## config.mk

```make
export PLATFORM = sky130hd
export DESIGN_NAME = program_counter_stack_indirect
export DESIGN_NICKNAME = d
export VERILOG_FILES = /design/src/hdl/pc_stack_pkg.sv /design/src/hdl/program_counter_stack_indirect.sv
export SDC_FILE = /design/constraint.sdc
export NUM_CORES = 1
export LEC_CHECK = 0
export ABC_AREA = 1
export BUFFER_PORTS_ARGS = -buffer_cell sky130_fd_sc_hd__clkbuf_2
export CAP_MARGIN = 20
export CORE_MARGIN = 5
export CORE_UTILIZATION = 40
export DETAILED_ROUTE_END_ITERATION = 10
export PLACE_DENSITY = 0.59
export SYNTH_ARGS = -nofsm -noshare
export SYNTH_HDL_FRONTEND = slang
export SYNTH_SLANG_ARGS = --single-unit
```

## constraint.sdc

```tcl
create_clock -name clk -period 2.5 [get_ports clk]
set_clock_uncertainty 0.1 [all_clocks]
set_input_delay 0.125 -clock clk [delete_from_list [all_inputs] [get_ports clk]]
set_output_delay 0.125 -clock clk [all_outputs]
set_load 0.01 [all_outputs]
```

## src/hdl/pc_stack_pkg.sv

```systemverilog
// Package: constants and carriers for program-flow and indirect addressing
package pc_stack_pkg;
  localparam int PC_W = 13;
  localparam int DATA_W = 8;
  localparam int LATCH_W = 5;
  localparam int STACK_DEPTH = 8;
  localparam int SP_W = 3;
  localparam int IND_ADDR_W = 9;
  localparam int OPERAND_W = 11;
  // Register byte addresses on APB
  localparam logic [7:0] REG_PC_LOW = 8'h00;
  localparam logic [7:0] REG_PC_HIGH_LATCH = 8'h04;
  localparam logic [7:0] REG_IND_POINTER = 8'h08;
  localparam logic [7:0] REG_IND_DATA = 8'h0C;
  localparam logic [7:0] REG_BANK = 8'h10;
  localparam logic [7:0] REG_PC_FULL = 8'h14;
  // Reset values
  localparam logic [PC_W-1:0] PC_RESET = 13'h0000;
  localparam logic [DATA_W-1:0] BYTE_RESET = 8'h00;
  localparam logic [LATCH_W-1:0] LATCH_RESET = 5'h00;
  // Field positions and the self-select read value
  localparam int JUMP_HI_LSB = 3;
  localparam int PAGE_LSB = 11;
  localparam logic [DATA_W-1:0] SELF_READ = 8'h00;

  typedef enum logic [2:0] {
    OP_NONE = 3'h0,
    OP_STEP = 3'h1,
    OP_JUMP = 3'h2,
    OP_CALL = 3'h3,
    OP_RETURN = 3'h4,
    OP_INTERRUPT = 3'h5
  } flow_op_e;

  typedef struct packed {
    flow_op_e op;
    logic [OPERAND_W-1:0] operand;
  } flow_req_s;

  typedef struct packed {
    logic valid;
    logic write;
    logic [DATA_W-1:0] wdata;
  } ind_req_s;

  typedef struct packed {
    logic valid;
    logic write;
    logic [IND_ADDR_W-1:0] addr;
    logic [DATA_W-1:0] wdata;
  } mem_req_s;
endpackage

```

## src/hdl/program_counter_stack_indirect.sv

```systemverilog
// Program counter, return stack and indirect addressing logic
//
// The APB slave port and the placing of the registers were decided locally.
module program_counter_stack_indirect
  import pc_stack_pkg::*;
#(
  parameter logic [PC_W-1:0] INT_VECTOR = 13'h0004
) (
  input wire logic clk,
  input wire logic reset,
  input wire logic [7:0] paddr,
  input wire logic psel,
  input wire logic penable,
  input wire logic pwrite,
  input wire logic [31:0] pwdata,
  output logic [31:0] prdata,
  output logic pready,
  output logic pslverr,
  input wire flow_req_s flow_req,
  input wire ind_req_s ind_req,
  output logic [PC_W-1:0] pc,
  output mem_req_s mem_req,
  input wire logic [DATA_W-1:0] mem_rdata,
  output logic [DATA_W-1:0] ind_rdata
);

  logic [LATCH_W-1:0] pc_high_latch;
  logic [DATA_W-1:0] indirect_pointer;
  logic indirect_bank_bit;
  logic [PC_W-1:0] stack_mem [STACK_DEPTH];
  logic [SP_W-1:0] sp;
  logic [PC_W-1:0] next_pc;

  // APB decode
  wire logic apb_access = psel && penable;
  wire logic apb_wr = apb_access && pwrite;
  wire logic apb_rd = apb_access && !pwrite;
  wire logic hit_pcl = paddr == REG_PC_LOW;
  wire logic hit_lat = paddr == REG_PC_HIGH_LATCH;
  wire logic hit_fsr = paddr == REG_IND_POINTER;
  wire logic hit_ind = paddr == REG_IND_DATA;
  wire logic hit_bank = paddr == REG_BANK;
  // Full-pc offset stays unmapped so the upper bits remain hidden
  wire logic mapped = hit_pcl | hit_lat | hit_fsr | hit_ind |
                      hit_bank;
  wire logic wr_pcl = apb_wr && hit_pcl;

  // Indirect addressing
  wire logic [IND_ADDR_W-1:0] ind_addr =
    {indirect_bank_bit, indirect_pointer};
  wire logic ind_self = indirect_pointer == REG_IND_DATA; // self-select
  wire logic sw_ind = apb_access && hit_ind;
  wire logic ind_go = ind_req.valid | sw_ind;
  wire logic ind_wr = ind_req.valid ? ind_req.write : pwrite;
  wire logic [DATA_W-1:0] ind_wd =
    ind_req.valid ? ind_req.wdata : pwdata[DATA_W-1:0];
  wire logic [DATA_W-1:0] ind_value =
    ind_self ? SELF_READ : mem_rdata;

  // Flow control
  wire logic [PC_W-1:0] pc_inc = pc + 13'h0001;
  wire logic do_push = flow_req.op == OP_CALL ||
                       flow_req.op == OP_INTERRUPT;
  wire logic do_pop = flow_req.op == OP_RETURN;
  wire logic [SP_W-1:0] sp_top = sp - 3'h1;
  wire logic [PC_W-1:0] jump_target =
    {pc_high_latch[4:JUMP_HI_LSB], flow_req.operand};

  // Next program counter; low-byte write has priority
  always_comb begin
    next_pc = pc;
    if (wr_pcl) begin
      next_pc = {pc_high_latch, pwdata[DATA_W-1:0]};
    end else begin
      case (flow_req.op)
        OP_STEP: next_pc = pc_inc;
        OP_JUMP, OP_CALL: next_pc = jump_target;
        OP_RETURN: next_pc = stack_mem[sp_top];
        OP_INTERRUPT: next_pc = INT_VECTOR;
        default: next_pc = pc;
      endcase
    end
  end

  // Program counter register
  always_ff @(posedge clk or posedge reset) begin
    if (reset) begin
      pc <= PC_RESET;
    end else begin
      pc <= next_pc;
    end
  end

  // Stack pointer wraps with no status flag
  always_ff @(posedge clk or posedge reset) begin
    if (reset) begin
      sp <= 3'h0;
    end else if (do_push) begin
      sp <= sp + 3'h1;
    end else if (do_pop) begin
      sp <= sp_top;
    end
  end

  // Stack entries; one per level
  for (genvar i = 0; i < STACK_DEPTH; i++) begin : g_stack
    always_ff @(posedge clk) begin
      if (do_push && sp == SP_W'(i)) begin
        stack_mem[i] <= (flow_req.op == OP_CALL) ? pc_inc : pc;
      end
    end
  end

  // Software registers; stack actions never touch the latch
  always_ff @(posedge clk or posedge reset) begin
    if (reset) begin
      pc_high_latch <= LATCH_RESET;
      indirect_pointer <= BYTE_RESET;
      indirect_bank_bit <= 1'b0;
    end else begin
      if (apb_wr && hit_lat) begin
        pc_high_latch <= pwdata[LATCH_W-1:0];
      end
      if (apb_wr && hit_fsr) begin
        indirect_pointer <= pwdata[DATA_W-1:0];
      end
      if (apb_wr && hit_bank) begin
        indirect_bank_bit <= pwdata[0];
      end
    end
  end

  // Memory request toward data space; self-write suppressed
  always_ff @(posedge clk or posedge reset) begin
    if (reset) begin
      mem_req <= '0;
      ind_rdata <= BYTE_RESET;
    end else begin
      mem_req.valid <= ind_go && !(ind_wr && ind_self);
      mem_req.write <= ind_wr && !ind_self;
      mem_req.addr <= ind_addr;
      mem_req.wdata <= ind_wd;
      if (ind_go && !ind_wr) begin
        ind_rdata <= ind_value;
      end
    end
  end

  // APB read data and ready
  always_ff @(posedge clk or posedge reset) begin
    if (reset) begin
      prdata <= 32'h0000_0000;
      pready <= 1'b0;
      pslverr <= 1'b0;
    end else begin
      pready <= psel && !penable;
      pslverr <= psel && !penable && !mapped;
      if (psel && !penable && !pwrite) begin
        prdata <= 32'h0000_0000;
        if (hit_pcl) prdata <= {24'h000000, pc[DATA_W-1:0]};
        if (hit_lat) prdata <= {27'h0000000, pc_high_latch};
        if (hit_fsr) prdata <= {24'h000000, indirect_pointer};
        if (hit_ind) prdata <= {24'h000000, ind_value};
        if (hit_bank) prdata <= {31'h00000000, indirect_bank_bit};
      end
    end
  end
endmodule

```

==> results of run 1 <==
==> power by group <==
part	switching [mW]	internal, mW	total, mW
registers	0.242	3.49	3.73
clock network	1.21	1.49	2.71
logic	2.28	1.04	3.31
==> state kept, by name, indices dropped and copies added, names as in the netlist <==
signal	flops
prdata	8
stack_mem	104
indirect_bank_bit	1
pc	13
pc_high_latch	5
ind_rdata	8
pready	1
mem_req	19
pslverr	1
sp	3
indirect_pointer	8
==> final cells by class <==
cell class                      instances  area, um^2  area share (%)
Inverter                               97         364            3.53
Multi-Input combinational cell        635        3060            29.6
Timing Repair Buffer                  171        1140            11.0
Tap cell                              275         344            3.34
Sequential cell                       171        4800            46.6
Clock buffer                           20         500            4.85
Clock inverter                         12         108            1.04
==> cell usage in the layout, fill, tap and decap left out, types with 3 or more instances in the layout <==
master	instances
nand2_2	4
nand4_1	4
a21oi_1	25
nor2_4	4
o21ai_0	50
dfrtp_1	66
inv_2	12
buf_4	29
o21ai_1	10
nand2_4	6
inv_8	3
inv_1	85
clkbuf_16	20
nor2_1	82
dlygate4sd3_1	39
nand2_1	296
conb_1	24
nor2_2	3
inv_6	6
nor3_1	3
nand3_1	59
xor2_1	4
nor3_2	8
ha_1	8
clkbuf_2	102
o21ai_2	26
edfxtp_1	104
==> worst max-delay path by stage <==
stage	to	cells after the start
finish	stack_mem[3][10]$_DFFE_PP_	8
global route	stack_mem[5][10]$_DFFE_PP_	7
CTS	stack_mem[3][10]$_DFFE_PP_	8
detailed placement	stack_mem[1][10]$_DFFE_PP_	8
global placement	stack_mem[0][10]$_DFFE_PP_	8
floorplan	stack_mem[0][0]$_DFFE_PP_	7
==> routing by layer <==
layer  vias up  wire [um]
met5         -          0
met4         0        482
met3        32       1170
met2       194      10700
met1      3205      10300
li1       3308          -
==> cells by family (layout without fill, tap and decap cells) <==
group | after synthesis | in the layout
buf+inv | 153 | 300
compound gates | 119 | 119
xor+xnor | 5 | 5
other cells | 1 | 24
flops | 171 | 171
simple gates | 478 | 478
mux | 1 | 1
fa+ha+maj | 8 | 8
==> through the flow <==
| stage | area (um^2) | power, mW | utilization (%) |
|---|---|---|---|
| floorplan | 8550 | 5.88 | - |
| global placement | 9310 | 7.00 | 44.4 |
| detailed placement | 9310 | 7.04 | 44.4 |
| CTS | 10300 | 9.79 | 49.2 |
| global route | 10300 | 10.3 | 49.2 |
| finish | 10300 | 9.75 | 49.2 |
==> worst min-delay path, stage by stage <==
cell	delay, ns
clkbuf_2	0.10
nand2_1	0.10
o21bai_4	0.09
o21ai_0	0.06
inv_1	0.04
==> impl_metrics.yaml, run 1 <==
power:
  p_leak_nw: 4.87
  cellPowerDensity_nw_per_um2: 945
  vdd_ir_drop_max_mv: 0.561
setup_path:
  critPathSlowestCell: "dfrtp_1"
  worstSetupEndpointType: "flip-flop"
  setup.worst_path.start: "pc[0]$_DFFE_PP0P_"
  arrival_ns: 2.18
  start_kind: "flip-flop"
  r2r_cells: 8
  crit_chain: "ha_1 > nand2_1 > nor2_1 > nand2_1 > nor2_1 > nand2_1 > nand3_1 > o21ai_0"
  cp_top_family: "simple AND/OR/NAND/NOR gates"
  r2r-start: "pc[0]$_DFFE_PP0P_"
  slowest_delay_ns: 0.48
  cp.required_ns: 2.48
  crit_fanout: 8
  regToRegSetupSlack_ns: 0.30
  crit_buf_inv: 0
  crit_type: "reg2reg"
  r2r-end: "stack_mem[3][10]$_DFFE_PP_"
  cp_common_cell: "nand2_1"
synth:
  synth_area_per_cell_um2: 9.04
  yosysTopAreaCellShare_pct: 36.9
  synth-simple-area-share_pct: 24.4
  synth-compound-area-share_pct: 8.51
  post_synth_instance_area_um2: 8460
  synth_warnings: 0
  synth_top_family_by_area: "simple AND/OR/NAND/NOR gates"
  synth-async-reset-ratio_pct: 39.2
  synth.area.top_cells: "edfxtp_1 37%, dfrtp_1 20%, nand2_1 13%"
  synth_edf_count: 104
  synthMuxAreaShare_pct: 0.118
  synth_fa_ha_area_share_pct: 1.18
  synth_seq_cells: 171
  synth_top_cell_by_area: "edfxtp_1"
  synthXorXnorAreaFrac_pct: 0.517
  yosys_most_used_dff: "edfxtp_1"
  synth_cell_type_count: 41
  synth_common_cells: "296 x nand2_1, 104 x edfxtp_1, 86 x inv_1"
  seq_area_frac_synth_pct: 56.7
  synthCells: 936
  yosysMostFrequentCell: "nand2_1"
timing:
  grt_setup_unrepaired: "false"
  fin_crit_ns: 2.20
  worst_pin_slew_ns: 1.04
  fin_crit_sh_pct: 88.1
  fmax_ghz: 0.454
  finalWorstSetupSlack_ns: 0.297
  max_slew_margin_pct: 29.8
  setup_viol: 0
  setup_tns_ns: 0
  slew_violations: 0
  hold_slack_ns: 0.00989
  finalHoldViolations: 0
global_routing:
  top_usage_layer: "met2"
  track_usage_pct: 19.1
  met3_usage_pct: 3.23
  grt_pass1_wl_um: 35600
  grt_overflow: 0
  use_met1_pct: 26.6
  grt_pass1_vias: 6306
  grt_max_degree: 40
  antenna_found_initial: 0
  grtUsageMet2_pct: 30.4
floorplan:
  fp.coreArea_um2: 21000
  start_util_pct: 40.4
  die_y_um: 155
  ioPinCount: 151
  die_w_um: 155
  rows: 53
  die_area_um2: 24200
worst_hold_path:
  hp-class: "in2reg"
  whs_endpoint: "mem_req[18]$_DFF_PP0_"
  hold_path.startpoint: "psel"
  whs_path_depth: 5
finish:
  layout-drive-gt1-share_pct: 21.2
  num_antenna_cells: 0
  area_growth_pct: 21.8
  fill_cells: 2036
  layout.nets: 1178
  final_cells: 1381
flow_run:
  maxCapViolations: 0
clocking:
  cts_sinks: 171
  cts_tree: "done"
  cts_setup_buffers: 0
  cts-htree-levels: 4
  clock_latency_ns: 0.44
  cts_hold_buffers: 39
  clockRootBuffer: "clkbuf_16"
  numCtsBuffers: 17
  clk_pin_slew_ns: 0.07
  clockBufferDepth: 2
  cts.repair.resized: 0
placement:
  pre_cts_ws_ns: 0.337
  gp_congestion: 0.867
  hpwl_um: 16100
  dp_cells: 1310
  numPortBuffers: 102
route:
  via_per_inst: 4.88
  routedWlPerCell_um: 16.4
  drc_errors: 0
  drtIter0Drc: 505
  dr.pass1.iters: 5
  drtAntennaViolNets: 0
  via_count: 6739
  finalWirelength_um: 22700
run_status:
  status: "finished, final reports clean"
Power figures use the tool's default switching activity.
==> run 2, diff against run 1 <==
Settings changed: HOLD_SLACK_MARGIN from default to 0.08.
==> impl_metrics.yaml, run 2 (synthesized netlist as in run 1, its figures left out) <==
finish:
  max_flop_register: "stack_mem"
  layout.nets: 1189
  largest_register_ffs: 104
  num_antenna_cells: 0
  final_cells: 1392
  top_regs: "stack_mem: 104 flops, mem_req: 19 flops, pc: 13 flops"
  most-common-layout-cells: "296 x nand2_1, 104 x edfxtp_1, 102 x clkbuf_2, 85 x inv_1, 82 x nor2_1"
  final_common_cell: "nand2_1"
  area_growth_pct: 23.1
  layout-drive-gt1-share_pct: 21.0
route:
  dr.pass1.iters: 7
  routedWlPerCell_um: 16.2
  via_per_inst: 4.84
  drtIter0Drc: 501
  drtAntennaViolNets: 0
  drc_errors: 0
  finalWirelength_um: 22600
  via_count: 6736
global_routing:
  grt_pass1_vias: 6370
  antenna_found_initial: 0
  grt_overflow: 0
  grt_max_degree: 40
  grt_pass1_wl_um: 35700
  track_usage_pct: 19.1
floorplan:
  ioPinCount: 151
  die_area_um2: 24200
  fp.coreArea_um2: 21000
  rows: 53
  start_util_pct: 40.4
  die_w_um: 155
  die_y_um: 155
setup_path:
  arrival_ns: 2.17
  setup.worst_path.start: "pc[0]$_DFFE_PP0P_"
  r2r-start: "pc[0]$_DFFE_PP0P_"
  start_kind: "flip-flop"
  crit_type: "reg2reg"
  slowest_delay_ns: 0.48
  cp.required_ns: 2.47
  critPathSlowestCell: "dfrtp_1"
  crit_fanout: 8
  crit_chain: "ha_1 > nand2_1 > nor2_1 > nand2_1 > nor2_1 > nand2_1 > nand3_1 > o21ai_0"
  worstSetupEndpointType: "flip-flop"
  cp_common_cell: "nand2_1"
clocking:
  cts.repair.resized: 0
  clock_latency_ns: 0.43
  numCtsBuffers: 17
  cts-htree-levels: 4
  cts_tree: "done"
  clockBufferDepth: 2
  clk_pin_slew_ns: 0.07
  cts_sinks: 171
  clockRootBuffer: "clkbuf_16"
timing:
  setup_tns_ns: 0
  finalHoldViolations: 0
  fin_crit_sh_pct: 88.0
  fmax_ghz: 0.454
  max_slew_margin_pct: 34.0
  hold_slack_ns: 0.0930
  grt_setup_unrepaired: "false"
  slew_violations: 0
  fin_crit_ns: 2.20
  worst_pin_slew_ns: 0.979
  setup_viol: 0
placement:
  numPortBuffers: 102
  gp_congestion: 0.867
  hpwl_um: 16100
  dp_cells: 1310
power:
  p_leak_nw: 4.90
  p_total_mw: 9.73
  cellPowerDensity_nw_per_um2: 934
  vdd_ir_drop_max_mv: 0.542
worst_hold_path:
  hp-class: "in2reg"
  hold_path.startpoint: "paddr[0]"
flow_run:
  maxCapViolations: 0
run_status:
  status: "finished, final reports clean"
[run 2: changes by cell type in the layout (fill, tap and decap cells not counted)]
cell,change
dlygate4sd3_1,+11
[run 2: layout make-up]
class                   count  area (um^2)
clock inverters            12          108
multi-input cells         635         3060
flip-flops and latches    171         4800
inverters                  97          364
well taps                 275          344
fillers                  2014        10500
clock buffers              20          500
repair buffers            182         1250
[run 2: power by group]
| part | total, mW | leakage (nW) | internal, mW | switching (mW) |
|---|---|---|---|---|
| combinational | 3.30 | 2.77 | 1.05 | 2.25 |
| sequential | 3.73 | 1.83 | 3.49 | 0.242 |
| clock | 2.70 | 0.305 | 1.49 | 1.21 |
[run 2: worst paths after layout]
path                       cells past startpoint                         endpoint  slack [ns]
max                                            8       stack_mem[5][10]$_DFFE_PP_        0.30
min                                            6            mem_req[18]$_DFF_PP0_        0.09
max reg2reg                                    8       stack_mem[5][10]$_DFFE_PP_        0.30
min reg2reg                                    0             mem_req[8]$_DFF_PP0_        0.31
max in group asynchronous                      4                pc[1]$_DFFE_PP0P_        1.39
min in group asynchronous                      3  indirect_pointer[2]$_DFFE_PP0P_        0.26
[run 2: layer usage]
layer | part of all wire, % | vias up | GRT usage (%)
met5 | 0 | - | 0
met4 | 1.7 | 0 | 5.79
met3 | 5.5 | 25 | 3.89
met2 | 47 | 206 | 30.3
met1 | 45 | 3177 | 26.7
li1 | - | 3328 | -
[run 2: worst max-delay path: cells and delay by family, from the launching register on]
family          cells  cell delay, ns
fa+ha+maj           1            0.25
compound gates      1            0.28
simple gates        6            0.74
flops               1            0.48
[run 2: metrics by stage]
stage | area, um^2 | util, % | setup WS (ns)
6_report | 10400 | 49.7 | 0.299
5_1_grt | 10400 | 49.7 | 0.109
4_1_cts | 10400 | 49.7 | 0.322
3_5_place_dp | 9310 | 44.4 | 0.337
3_3_place_gp | 9310 | 44.4 | 0.353
2_1_floorplan | 8550 | - | -0.114
[run 2: what timing repair did]
| item | 4_1_cts | 5_1_grt |
|---|---|---|
| hold endpoints to repair | 85 | 0 |
| setup buffers | 0 | 0 |
| hold buffers | 50 | 0 |
